===== src/design/swb_regs.vh =====
`ifndef SWB_REGS_VH
`define SWB_REGS_VH

// ----------------------------------------------------------------
// Burst-length field of mode_register_zero, bits 1:0
// ----------------------------------------------------------------
`define SWB_BL_FIXED8 2'b00
`define SWB_BL_OTF 2'b01
`define SWB_BL_CHOP4 2'b10

// ----------------------------------------------------------------
// Data-width configuration codes
// ----------------------------------------------------------------
`define SWB_CFG_X4 2'b00
`define SWB_CFG_X8 2'b01
`define SWB_CFG_X16 2'b10

// ----------------------------------------------------------------
// Beats per burst
// ----------------------------------------------------------------
`define SWB_BEATS_EIGHT 4'h8
`define SWB_BEATS_CHOP 4'h4

// ----------------------------------------------------------------
// Sizes
// ----------------------------------------------------------------
`define SWB_FIFO_DEPTH 8
`define SWB_BANKS 4
`define SWB_BANK_W 2
`define SWB_COL_W 4

`endif


===== src/design/swb_fifo.v =====
`timescale 1ns/10ps
module swb_fifo #(
  parameter WIDTH = 24,
  parameter DEPTH = 8,
  parameter AW = 3
) (
  input wire clk,
  input wire reset_n,
  input wire inValid,
  output wire inReady,
  input wire [WIDTH-1:0] inData,
  output wire outValid,
  input wire outReady,
  output wire [WIDTH-1:0] outData
);

  // ----------------------------------------------------------------
  // Storage and pointers
  // ----------------------------------------------------------------
  reg [WIDTH-1:0] store [0:DEPTH-1];
  reg [AW-1:0] wrPtr_reg;
  reg [AW-1:0] rdPtr_reg;
  reg [AW:0] count_reg;
  wire doPush;
  wire doPop;

  assign inReady = (count_reg != DEPTH[AW:0]);
  assign outValid = (count_reg != {(AW+1){1'b0}});
  assign outData = store[rdPtr_reg];
  assign doPush = inValid & inReady;
  assign doPop = outValid & outReady;

  always @(posedge clk) begin
    if (doPush) begin
      store[wrPtr_reg] <= inData;
    end
  end

  // Pointers wrap explicitly so DEPTH need not be a power of two
  always @(posedge clk) begin
    if (!reset_n) begin
      wrPtr_reg <= {AW{1'b0}};
      rdPtr_reg <= {AW{1'b0}};
      count_reg <= {(AW+1){1'b0}};
    end else begin
      if (doPush) begin
        if (wrPtr_reg == DEPTH[AW-1:0] - 1'b1) wrPtr_reg <= {AW{1'b0}};
        else wrPtr_reg <= wrPtr_reg + 1'b1;
      end
      if (doPop) begin
        if (rdPtr_reg == DEPTH[AW-1:0] - 1'b1) rdPtr_reg <= {AW{1'b0}};
        else rdPtr_reg <= rdPtr_reg + 1'b1;
      end
      if (doPush & ~doPop) count_reg <= count_reg + 1'b1;
      else if (doPop & ~doPush) count_reg <= count_reg - 1'b1;
    end
  end

endmodule // swb_fifo


===== src/design/swb_write_burst.v =====
`timescale 1ns/10ps
`include "swb_regs.vh"
module swb_write_burst #(
  parameter NL = 2,
  parameter FIFO_DEPTH = `SWB_FIFO_DEPTH
) (
  input wire core_clk,
  input wire reset_n,
  input wire linkClk,
  input wire cmdWrite,
  input wire cmdActivate,
  input wire [`SWB_BANK_W-1:0] cmdBank,
  input wire cmdAddrA10,
  input wire cmdAddrA12,
  input wire [`SWB_COL_W-1:0] cmdColumn,
  input wire dataStrobe,
  input wire [8*NL-1:0] dataIn,
  input wire [NL-1:0] byteWriteMaskN,
  input wire [1:0] burstLenField,
  input wire [1:0] widthCfg,
  input wire maskEnable,
  input wire dbiEnable,
  input wire crcEnable,
  input wire [4:0] additiveLatency,
  input wire [4:0] casWriteLatency,
  input wire arrayStall,
  input wire overrunClear,
  input wire [`SWB_BANK_W+`SWB_COL_W-1:0] rdAddr,
  output wire fifoInReady,
  output reg [8*NL-1:0] rdData,
  output reg [`SWB_BANKS-1:0] bankOpen,
  output reg burstBusy,
  output reg burstIsChop,
  output reg autoPrecharge,
  output reg writeDone,
  output reg maskActive,
  output reg dbiActive,
  output reg configConflict,
  output reg crcPersistent,
  output reg crcNonPersistent,
  output reg beatOverrun
);

  localparam DW = 8 * NL;
  localparam AW = `SWB_BANK_W + `SWB_COL_W;
  localparam MW = AW + DW + NL;
  localparam PW = 5 + `SWB_BANK_W + `SWB_COL_W + 1 + DW + NL;
  localparam MEMD = `SWB_BANKS << `SWB_COL_W;
  localparam ST_IDLE = 2'b00;
  localparam ST_LAT = 2'b01;
  localparam ST_DATA = 2'b10;
  localparam ST_DONE = 2'b11;

  // ----------------------------------------------------------------
  // Pin synchronisers
  // ----------------------------------------------------------------
  // Every pin crosses together so data and strobe keep their
  // relative timing; the bench must hold data two clocks around
  // each strobe edge.
  wire [PW-1:0] pinRaw;
  reg [PW-1:0] pinSync1_reg;
  reg [PW-1:0] pinSync2_reg;
  reg linkClkPrev_reg;
  reg strobePrev_reg;

  assign pinRaw = {linkClk, cmdWrite, cmdActivate, cmdAddrA10,
                   cmdAddrA12, cmdBank, cmdColumn, dataStrobe,
                   dataIn, byteWriteMaskN};

  // No reset here: the edge detectors keep following the pins through
  // reset, so a pin that idles high gives no false edge on release
  always @(posedge core_clk) begin
    pinSync1_reg <= pinRaw;
    pinSync2_reg <= pinSync1_reg;
    linkClkPrev_reg <= pinSync2_reg[PW-1];
    strobePrev_reg <= pinSync2_reg[DW+NL];
  end

  wire ckS;
  wire wrS;
  wire actS;
  wire a10S;
  wire a12S;
  wire [`SWB_BANK_W-1:0] bankS;
  wire [`SWB_COL_W-1:0] colS;
  wire strobeS;
  wire [DW-1:0] dqS;
  wire [NL-1:0] lanePinS;
  wire ckRise;
  wire strobeEdge;

  assign {ckS, wrS, actS, a10S, a12S, bankS, colS, strobeS, dqS,
          lanePinS} = pinSync2_reg;
  assign ckRise = ckS & ~linkClkPrev_reg;
  assign strobeEdge = strobeS ^ strobePrev_reg;

  // ----------------------------------------------------------------
  // Configuration decode
  // ----------------------------------------------------------------
  wire burstEightSel;
  wire maskCapable;
  wire maskActiveNext;
  wire dbiActiveNext;
  wire [5:0] wlTotal;
  wire [5:0] wlOpen;

  // Reserved field code 11 is taken as fixed eight
  assign burstEightSel = (burstLenField == `SWB_BL_FIXED8) |
    (burstLenField == 2'b11) |
    ((burstLenField == `SWB_BL_OTF) & a12S);
  assign maskCapable = (widthCfg == `SWB_CFG_X8) |
    (widthCfg == `SWB_CFG_X16);
  // Conflicting setup disables both lane functions rather than
  // guessing which one software meant
  assign maskActiveNext = maskEnable & maskCapable & ~dbiEnable;
  assign dbiActiveNext = dbiEnable & ~maskEnable;
  assign wlTotal = {1'b0, additiveLatency} +
    {1'b0, casWriteLatency};
  assign wlOpen = (wlTotal == 6'h00) ? 6'h00 : wlTotal - 6'h01;

  always @(posedge core_clk) begin
    if (!reset_n) begin
      maskActive <= 1'b0;
      dbiActive <= 1'b0;
      configConflict <= 1'b0;
      crcPersistent <= 1'b0;
      crcNonPersistent <= 1'b0;
    end else begin
      maskActive <= maskActiveNext;
      dbiActive <= dbiActiveNext;
      configConflict <= maskEnable & dbiEnable;
      crcPersistent <= crcEnable & maskEnable;
      crcNonPersistent <= crcEnable & ~maskEnable;
    end
  end

  // ----------------------------------------------------------------
  // Burst sequencer
  // ----------------------------------------------------------------
  // One write in flight: a write command seen while busy is ignored
  reg [1:0] state_reg;
  reg [5:0] latCount_reg;
  reg [3:0] beatCount_reg;
  reg [3:0] beatTarget_reg;
  reg [`SWB_BANK_W-1:0] burstBank_reg;
  reg [`SWB_COL_W-1:0] burstCol_reg;
  wire pushValid;
  wire pushReady;
  wire [`SWB_COL_W-1:0] beatCol;

  assign pushValid = (state_reg == ST_DATA) & strobeEdge;
  assign beatCol = burstCol_reg + beatCount_reg[`SWB_COL_W-1:0];

  always @(posedge core_clk) begin
    if (!reset_n) begin
      state_reg <= ST_IDLE;
      latCount_reg <= 6'h00;
      beatCount_reg <= 4'h0;
      beatTarget_reg <= `SWB_BEATS_EIGHT;
      burstBank_reg <= {`SWB_BANK_W{1'b0}};
      burstCol_reg <= {`SWB_COL_W{1'b0}};
      burstBusy <= 1'b0;
      burstIsChop <= 1'b0;
      autoPrecharge <= 1'b0;
      writeDone <= 1'b0;
      bankOpen <= {`SWB_BANKS{1'b0}};
    end else begin
      writeDone <= 1'b0;
      if (ckRise & actS & ~wrS) begin
        bankOpen[bankS] <= 1'b1;
      end
      case (state_reg)
        ST_IDLE: begin
          if (ckRise & wrS) begin
            burstBank_reg <= bankS;
            burstCol_reg <= colS;
            autoPrecharge <= a10S;
            burstIsChop <= ~burstEightSel;
            beatTarget_reg <= burstEightSel ? `SWB_BEATS_EIGHT :
              `SWB_BEATS_CHOP;
            latCount_reg <= 6'h00;
            beatCount_reg <= 4'h0;
            burstBusy <= 1'b1;
            if (wlOpen == 6'h00) state_reg <= ST_DATA;
            else state_reg <= ST_LAT;
          end
        end
        ST_LAT: begin
          if (ckRise) begin
            latCount_reg <= latCount_reg + 6'h01;
            if (latCount_reg + 6'h01 == wlOpen) begin
              state_reg <= ST_DATA;
            end
          end
        end
        ST_DATA: begin
          if (strobeEdge) begin
            beatCount_reg <= beatCount_reg + 4'h1;
            if (beatCount_reg + 4'h1 == beatTarget_reg) begin
              state_reg <= ST_DONE;
            end
          end
        end
        ST_DONE: begin
          // Marks the end of the last beat for recovery timing
          writeDone <= 1'b1;
          burstBusy <= 1'b0;
          if (autoPrecharge) begin
            bankOpen[burstBank_reg] <= 1'b0;
          end
          state_reg <= ST_IDLE;
        end
        default: begin
          state_reg <= ST_IDLE;
        end
      endcase
    end
  end

  // ----------------------------------------------------------------
  // Per-lane beat capture
  // ----------------------------------------------------------------
  wire [DW-1:0] beatData;
  wire [NL-1:0] beatKeep;

  genvar gl;
  generate
    for (gl = 0; gl < NL; gl = gl + 1) begin : gLane
      // Inverted lane restored when the shared pin flags inversion
      assign beatData[8*gl+7:8*gl] = dqS[8*gl+7:8*gl] ^
        {8{dbiActive & ~lanePinS[gl]}};
      // With masking active a low pin drops the lane; a high pin, or masking off, keeps it
      assign beatKeep[gl] = ~maskActive | lanePinS[gl];
    end
  endgenerate

  // ----------------------------------------------------------------
  // Beat buffer
  // ----------------------------------------------------------------
  // The controller cannot be stalled, so a full buffer loses the
  // beat and raises a sticky flag instead
  wire popValid;
  wire popReady;
  wire [MW-1:0] popData;

  swb_fifo #(
    .WIDTH(MW),
    .DEPTH(FIFO_DEPTH),
    .AW($clog2(FIFO_DEPTH))
  ) uBeatFifo (
    .clk(core_clk),
    .reset_n(reset_n),
    .inValid(pushValid),
    .inReady(pushReady),
    .inData({burstBank_reg, beatCol, beatData, beatKeep}),
    .outValid(popValid),
    .outReady(popReady),
    .outData(popData)
  );

  assign fifoInReady = pushReady;
  assign popReady = ~arrayStall;

  always @(posedge core_clk) begin
    if (!reset_n) begin
      beatOverrun <= 1'b0;
    end else if (pushValid & ~pushReady) begin
      beatOverrun <= 1'b1;
    end else if (overrunClear) begin
      beatOverrun <= 1'b0;
    end
  end

  // ----------------------------------------------------------------
  // Memory array, one byte-wide bank per lane
  // ----------------------------------------------------------------
  wire [AW-1:0] popAddr;
  wire [DW-1:0] popLaneData;
  wire [NL-1:0] popKeep;
  wire arrayWrite;

  assign popAddr = popData[MW-1:DW+NL];
  assign popLaneData = popData[DW+NL-1:NL];
  assign popKeep = popData[NL-1:0];
  assign arrayWrite = popValid & popReady;

  generate
    for (gl = 0; gl < NL; gl = gl + 1) begin : gArray
      reg [7:0] laneMem [0:MEMD-1];
      always @(posedge core_clk) begin
        if (arrayWrite & popKeep[gl]) begin
          laneMem[popAddr] <= popLaneData[8*gl+7:8*gl];
        end
      end
      always @(posedge core_clk) begin
        if (!reset_n) begin
          rdData[8*gl+7:8*gl] <= 8'h00;
        end else begin
          rdData[8*gl+7:8*gl] <= laneMem[rdAddr];
        end
      end
    end
  endgenerate

endmodule // swb_write_burst


===== config.mk =====
export PLATFORM = sky130hd
export DESIGN_NAME = swb_write_burst
export DESIGN_NICKNAME = d
export VERILOG_FILES = /design/src/design/swb_fifo.v /design/src/design/swb_write_burst.v
export VERILOG_INCLUDE_DIRS = /design/src /design/src/design
export SDC_FILE = /design/constraint.sdc
export NUM_CORES = 1
export LEC_CHECK = 0
export BUFFER_PORTS_ARGS = -buffer_cell sky130_fd_sc_hd__buf_2
export CORE_AREA = 3 3 388 390
export CTS_BUF_LIST = sky130_fd_sc_hd__clkbuf_8
export DETAILED_ROUTE_END_ITERATION = 8
export DIE_AREA = 0 0 391 393
export GPL_ROUTABILITY_DRIVEN = 0
export SYNTH_ARGS = -nofsm -noshare
export SYNTH_HDL_FRONTEND = slang
export SYNTH_HIERARCHICAL = 1
export SYNTH_SLANG_ARGS = --single-unit

===== constraint.sdc =====
create_clock -name core_clk -period 5.1 [get_ports core_clk]
set_input_delay 1.02 -clock core_clk [delete_from_list [all_inputs] [get_ports core_clk]]
set_output_delay 1.02 -clock core_clk [all_outputs]
set_load 0.01 [all_outputs]

* After elaboration in Yosys (flattened, before gate mapping)
Memories as Yosys holds them, arrays and structs flattened. A register that Yosys moved wholly into a read port is not among the register bits. Index checks and enable logic that the tools add are counted.
Word-level totals: register bits after elaboration 108, memory bits (writable) 1216, input port bits 57, output and inout port bits 31, word-level logic and storage cells 160, memories kept 3
Cells by class: add/subtract/negate cells 9, order comparisons 4, equality and inequality tests 17, muxes and demuxes 40, bitwise gates (word level) 44, reductions and logical operators 19
Memory list:
- gArray[0].laneMem | depth 64, width 8, read ports 1, clocked after Yosys merged registers in 1, write ports 1, RTL line swb_write_burst.v:289 | reg [7:0] laneMem [0:MEMD-1];
- gArray[1].laneMem | depth 64, width 8, read ports 1, clocked after Yosys merged registers in 1, write ports 1, RTL line swb_write_burst.v:289
- uBeatFifo.store | depth 8, width 24, read ports 1, clocked after Yosys merged registers in 1, write ports 1, RTL line swb_fifo.v:20 | reg [WIDTH-1:0] store [0:DEPTH-1];
Operators by type and width (count):
- $mux W4 | 9
- $and A1 B1 Y1 | 21
- $mux W6 | 3
- $xor A8 B8 Y8 | 2
- $logic_not A6 Y1 | 2
- $mux W1 | 12
- $mux W2 | 6
- $mux W3 | 4
- $not A1 Y1 | 12
- $pmux W6 S2 | 1
- $reduce_bool A2 Y1 | 5
- $add A4 B1 Y4 const B | 2
- $eq A2 B2 Y1 const B | 4
- $ne A2 B2 Y1 const B | 4
- $pmux W2 S4 | 1
- $pmux W4 S2 | 1
- $add A3 B1 Y3 const B | 2
- $add A5 B5 Y6 | 1
- $add A6 B1 Y6 const B | 1
- $eq A2 B1 Y1 const B | 3
- $eq A3 B3 Y1 const B | 2
- $eq A6 B6 Y1 | 1
- $lt A2 B3 Y1 const B | 2
- $reduce_and A3 Y1 | 2
- other kinds (20) | 30

* Depth between registers and ports, before layout
Gate-level depths: netlist of the first run.
word-level depth 10, mapped depth 13, depth with buffers taken out 13

* Modules after synthesis
Netlist of the first run, hierarchy kept.
Modules (own cells, without submodules):
- swb_write_burst | instances 1, cells each 2025, area an instance 43564.3 sq um, sequential area each 32971.6 sq um
- swb_fifo | instances 1, cells each 352, area an instance 7927.6 sq um, sequential area each 6025.8 sq um

* Worst setup path before layout of the first run
No wires, ideal clock.
path type register to register, from register state_reg[0], to memory uBeatFifo.store[0][0] (enable), library setup time 0.466 ns, data arrival time 3.255 ns, data required time 4.634 ns, path slack 1.379 ns, stages on the path, launching flop included 7, path buffers 0, clock period less this slack 3.721 ns, cells stage by stage dfxtp_1 > inv_1 > ha_1 > nand2_1 > inv_1 > nand2_2 > nor4_1
Between the ends: word-level cells in the longest chain between the ends 5
RTL lines:
- start: declaration | RTL line swb_write_burst.v:141 | reg [1:0] state_reg;
- start signal: assignment | RTL line swb_write_burst.v:156 | state_reg <= ST_IDLE;
- start signal: assignment | RTL line swb_write_burst.v:184 | if (wlOpen == 6'h00) state_reg <= ST_DATA;
- start signal: assignment | RTL line swb_write_burst.v:185 | else state_reg <= ST_LAT;
- $eq A2 B2 Y1 | RTL line swb_write_burst.v:151 | assign pushValid = (state_reg == ST_DATA) & strobeEdge;
- $and A1 B1 Y1 | RTL line swb_write_burst.v:151
- named net pushValid | RTL line swb_write_burst.v:147 | wire pushValid;
- $and A1 B1 Y1 | RTL line swb_fifo.v:30 | assign doPush = inValid & inReady;
- $mux W1 | RTL line swb_fifo.v:34 | if (doPush) begin
- $mux W1 (implied by the code) | RTL line swb_fifo.v:35 | store[wrPtr_reg] <= inData;
- end: declaration | RTL line swb_fifo.v:20
The timed path passes the listed nets, and every way through them passes these cells.

==> results_dict.tcl, run 1 <==
set metrics [dict create \
    arrival_ns 4.58 \
    ios 88 \
    syn_inst 2377 \
    die_w_um 391 \
    drt-total-wl_um 117000 \
    status "finished, final reports clean" \
    hold_path.class "in -> reg" \
    regMostFlops "gArray.laneMem" \
    synth-main-ff-cell "edfxtp_1" \
    skew_ns 0.0563 \
    clock_sinks 1340 \
    leakagePower_uw 0.0185 \
    finish.utilization_pct 39.5 \
    num_rows 141 \
    end_kind "register" \
    drv_slew 0 \
    vias 24122 \
    hold_ws_ns 0.251 \
    fp.dieArea_sq_um 154000 \
    setup_tns_ns 0 \
    insertion_delay_ns 0.89 \
    synth-seq-cells 1340 \
    cp_cell_sequence "mux4_2 > mux2_2 > or3_1 > inv_1 > nand2_1 > nor2_1" \
    avgSynthCellArea_sq_um 21.7 \
    synthToLayoutAreaGrowth_pct 13.1 \
    core_area_sq_um 147000 \
    syn_area_sq_um 51500 \
    wl_per_cell_um 25.0 \
    clkSlewWorstSetupHoldPaths_ns 0.06 \
    clockRootBuffer "clkbuf_8" \
    critPathKind "reg -> reg" \
    track_usage_pct 15.4 \
    finalCritPeriodShare_pct 80.5 \
    critPathMaxFanout 21 \
    post_cts_buffers 0 \
    synth_cell_type_count 61 \
    power.density_nw_per_um2 417 \
    syn_nets 2463 \
    critPathLaunchType "register" \
    yosys_warnings 6 \
    top_regs "gArray.laneMem (1024), uBeatFifo/store (192)" \
    grt_max_degree 65 \
    tightest_slew_ns 1.18 \
    worstPathRequired_ns 5.58 \
    postCtsResizedCells 0 \
    worst_slack_ns 0.993 \
    drt_iter0_drc 1970 \
    vias_per_cell 5.14 \
    drt_pass1_iterations 5 \
    synth_edf_count 1216 \
    critPathSlowestCell "nor2_1" \
    antenna_left 0 \
    place_ws_ns 0.938 \
    finalSetupViolCount 0 \
    rsz0062_at_grt "no" \
    clock.fmax_ghz 0.243 \
    start_util_pct 34.9 \
    cpPeakStageDelay_ns 1.02 \
    finalHoldViolCount 0 \
    grt_pass1_wl_um 174000 \
    port_buffers 87 \
    ctsHoldBuffers 0 \
    final_nets 2686 \
    worst-r2r-setup-slack_ns 0.99 \
    antenna_found_initial 6 \
    async_flop_share_pct 0 \
    yosysSeqAreaShare_pct 75.7 \
    cts_made_buffers 209 \
    max-clock-path-buffers 3 \
    grt_overflow 0 \
    slew_headroom_pct 21.0 \
    drc 0 \
    largest_reg_flops 1024 \
    drive_gt1_share_pct 30.1 \
    cts_tree "yes" \
    period_minus_slack_ns 4.11 \
    first_global_vias 25514 \
    h-tree-depth 4 \
    drv_cap 0 \
    detailed_place_hpwl_um 71400 \
    irDropWorstVdd_mv 0.290 \
    die_y_um 393 \
    power_uw 24300 \
]
## worst paths after layout
path,cells past startpoint,end,from
max,6,gArray[0].laneMem[4][1],register
min,1,pinSync1_reg[25],cmdAddrA12
max reg2reg,6,gArray[0].laneMem[4][1],register
min reg2reg,0,pinSync2_reg[24],pinSync1_reg[24]
## cells in the mapped netlist, drive strengths merged, types with 3 or more instances
master	number	area, sq um
nand3b	7	52.6
fa	3	60.1
a31oi	3	18.8
buf	54	314
o21ai	15	75.1
nand2	59	224
nor2b	11	68.8
nor4	3	18.8
mux2	26	338
nand3	19	95.1
nor2	155	582
ha	26	325
or3	6	37.5
o31ai	3	36.3
inv	32	120
clkbuf	64	241
xor2	11	96.3
a211oi	3	27.5
nor3	8	40.0
and3	7	43.8
and2	23	144
mux2i	5	50.1
nand2b	13	81.3
and3b	3	26.3
dfxtp	124	2480
xnor2	30	263
edfxtp	1216	36500
a21boi	17	128
a21oi	17	85.1
or3b	5	43.8
mux4	384	8650
## layout make-up
type	instances	area, sq um
fillers	13010	89200
flip-flops and latches	1340	39000
multi-input cells	887	11900
clock buffers	212	2920
well taps	1930	2410
clock inverters	158	1010
repair buffers	130	918
inverters	32	120
diodes	5	12.5
## critical path: cells and delay by family (launching register included)
family / cells / cell delay, ns
buffers and inverters: 1 / 0.13
DFF: 1 / 0.63
muxes: 2 / 0.95
and+or+nand+nor: 3 / 1.98
## cells by family (layout without fill, tap and decap cells)
logic type | count (synthesis) | count (layout) | synth area share, %
flops | 1340 | 1340 | 75.7
mux | 415 | 415 | 17.5
fa+ha+maj | 29 | 29 | 0.748
buf+inv | 150 | 532 | 1.31
xor+xnor | 41 | 41 | 0.697
simple gates | 330 | 330 | 3.01
other cells | 0 | 5 | 0
compound gates | 72 | 72 | 0.952
## layout by cell type (no fill, tap or decap), types with 14 or more instances in the layout
| master | instances |
|---|---|
| mux2_2 | 14 |
| clkbuf_8 | 212 |
| edfxtp_1 | 1216 |
| clkinv_2 | 29 |
| a21oi_1 | 17 |
| mux4_2 | 384 |
| ha_1 | 26 |
| and2_1 | 22 |
| buf_4 | 33 |
| xnor2_1 | 30 |
| nor2_1 | 152 |
| inv_1 | 91 |
| nand2_1 | 58 |
| dfxtp_1 | 122 |
| clkinv_1 | 41 |
| buf_2 | 84 |
| o21ai_0 | 15 |
| nand3_1 | 19 |
## power breakdown
| part | internal (uW) | total, uW | switching, uW |
|---|---|---|---|
| registers | 12900 | 13000 | 128 |
| clock network | 4360 | 8550 | 4190 |
| logic | 842 | 2720 | 1870 |
| total | 18100 | 24300 | 6190 |
## metrics by stage
step | cells | cell area [sq um]
6_report | 4694 | 58200
5_1_grt | 4690 | 58200
4_1_cts | 4689 | 58200
3_5_place_dp | 4319 | 54300
3_3_place_gp | 4319 | 54300
2_1_floorplan | 2377 | 51500
## per-layer routing
layer | vias up | GRT usage [%] | share of wire [%] | wire [um]
li1 | 10252 | - | - | -
met1 | 12788 | 20.4 | 41 | 48300
met2 | 911 | 25.2 | 49 | 57900
met3 | 171 | 4.14 | 7.7 | 9000
met4 | 0 | 4.06 | 1.9 | 2200
met5 | - | 0 | 0 | 0
Power figures use the tool's default switching activity.
==> inputs of run 2 (changes only) <==
==> constraint.sdc (replaced) <==
create_clock -name core_clk -period 3.6 [get_ports core_clk]
set_input_delay 0.72 -clock core_clk [delete_from_list [all_inputs] [get_ports core_clk]]
set_output_delay 0.72 -clock core_clk [all_outputs]
set_load 0.01 [all_outputs]
==> run 2 against run 1 <==
Against the previous run:
- design area up 2.1%
- critical path depth grew 1
- highest routed layer unchanged
- via count is 1.7% higher
- non-clock buffer count up 115
- die area stayed put
- clock power increased by 44%
- core utilization increased by 0.83 points
- first-iteration DRC count grew 2.8%
- combinational power is 50% higher
- clock skew fell by 0.0078 ns
==> results_dict.tcl, run 2 (synthesized netlist as in run 1, its figures left out) <==
set metrics [dict create \
    finalCritPeriodShare_pct 95.0 \
    num_rows 141 \
    hp-start "maskEnable" \
    clkSlewWorstSetupHoldPaths_ns 0.06 \
    cts_made_buffers 207 \
    skew_ns 0.0485 \
    detailed_place_hpwl_um 72600 \
    final_cell_mix "edfxtp_1, mux4_2, clkbuf_8" \
    leakagePower_uw 0.0192 \
    ios 88 \
    insertion_delay_ns 0.89 \
    antenna_found_initial 5 \
    critPathLaunchType "register" \
    clock.fmax_ghz 0.292 \
    grt_max_degree 65 \
    status "finished, final reports clean" \
    start_util_pct 34.9 \
    drt_iter0_drc 2026 \
    grt_pass1_wl_um 173000 \
    clockRootBuffer "clkbuf_8" \
    die_w_um 391 \
    regMostFlops "gArray.laneMem" \
    arrival_ns 3.92 \
    synthToLayoutAreaGrowth_pct 15.5 \
    irDropWorstVdd_mv 0.269 \
    critPathMaxFanout 15 \
    core_area_sq_um 147000 \
    slew_headroom_pct 31.4 \
    drv_slew 0 \
    period_minus_slack_ns 3.42 \
    drt-total-wl_um 117000 \
    mostFrequentLayoutCell "edfxtp_1" \
    critPathKind "reg -> reg" \
    finish.utilization_pct 40.3 \
    fp.dieArea_sq_um 154000 \
    max-clock-path-buffers 3 \
    postCtsResizedCells 0 \
    power.density_nw_per_um2 585 \
    track_usage_pct 15.3 \
    finalSetupViolCount 0 \
    worstPathRequired_ns 4.10 \
    rsz0062_at_grt "no" \
    drc 0 \
    clock_sinks 1340 \
    port_buffers 87 \
    wl_per_cell_um 24.3 \
    power_uw 34800 \
    drt_pass1_iterations 6 \
    vias_per_cell 5.09 \
    drv_cap 0 \
    final_nets 2799 \
    h-tree-depth 4 \
    cts_tree "yes" \
    tightest_slew_ns 1.02 \
    antenna_left 0 \
    hold_path.class "in -> reg" \
    drive_gt1_share_pct 31.7 \
    end_kind "register" \
    largest_reg_flops 1024 \
    die_y_um 393 \
    first_global_vias 25946 \
    grt_overflow 0 \
    vias 24530 \
    finalHoldViolCount 0 \
    top_regs "gArray.laneMem (1024), uBeatFifo/store (192)" \
]
-- run 2: cell types whose count changed in the layout (fill, tap and decap cells not counted), sizes merged --
cell         before  now
inv             103  105
clkinv           72   76
clkbuf          212  221
bufinv            9   10
diode             5    3
dlygate4sd3       0   33
buf             130  212
clkinvlp          6    1
-- run 2: area by class of cell --
type / instances / area, sq um
antenna: 3 / 7.51
sequential: 1340 / 39000
clock inverter: 160 / 998
inverter: 32 / 120
multi-input combinational: 887 / 11900
clock buffer: 221 / 3040
fill: 12929 / 88000
timing repair buffer: 245 / 2030
tap: 1930 / 2410
-- run 2: worst paths after layout --
kind,depth (start not counted),slack [ns],endpoint
max reg2reg,7,0.18,gArray[1].laneMem[52][6]
max,7,0.18,gArray[1].laneMem[52][6]
min,2,0.14,configConflict
min reg2reg,0,0.30,pinSync2_reg[13]
-- run 2: per-stage QoR --
step | worst slack [ns] | instances | hold slack [ns] | cell area (sq um) | setup TNS (ns)
3_5_place_dp | -0.132 | 4401 | 0.312 | 55100 | -0.248
5_1_grt | 0.0453 | 4817 | 0.0791 | 59500 | 0
4_1_cts | 0.146 | 4815 | 0.0150 | 59500 | 0
3_3_place_gp | -0.0781 | 4401 | 0.311 | 55100 | -0.155
6_report | 0.179 | 4818 | 0.135 | 59500 | 0
2_1_floorplan | 0.248 | 2377 | 0.310 | 51500 | 0
-- run 2: metal layers --
layer  share of wire, %  up-vias  track usage, %
met2                 50      786            25.4
met3                6.3      157            3.27
met4                1.7        0            3.82
li1                   -    10499               -
met5                  0        -               0
met1                 42    13088            20.7
-- run 2: worst max-delay path: stages (launching register included) --
cell	delay, ns
dfxtp_4	0.54
mux4_2	0.54
mux2_2	0.34
or3b_2	0.52
inv_1	0.08
nand2_1	0.06
buf_4	0.23
nor2_1	0.72
-- run 2: repair_timing --
action | CTS | global route
hold endpoints to repair | 34 | 0
setup buffers | 0 | 0
hold buffers | 33 | 0
-- run 2: power breakdown --
part | internal [uW] | switching (uW) | leakage [uW]
registers | 18200 | 159 | 0.0120
logic | 1370 | 2720 | 0.00491
clock network | 6420 | 5850 | 0.00231
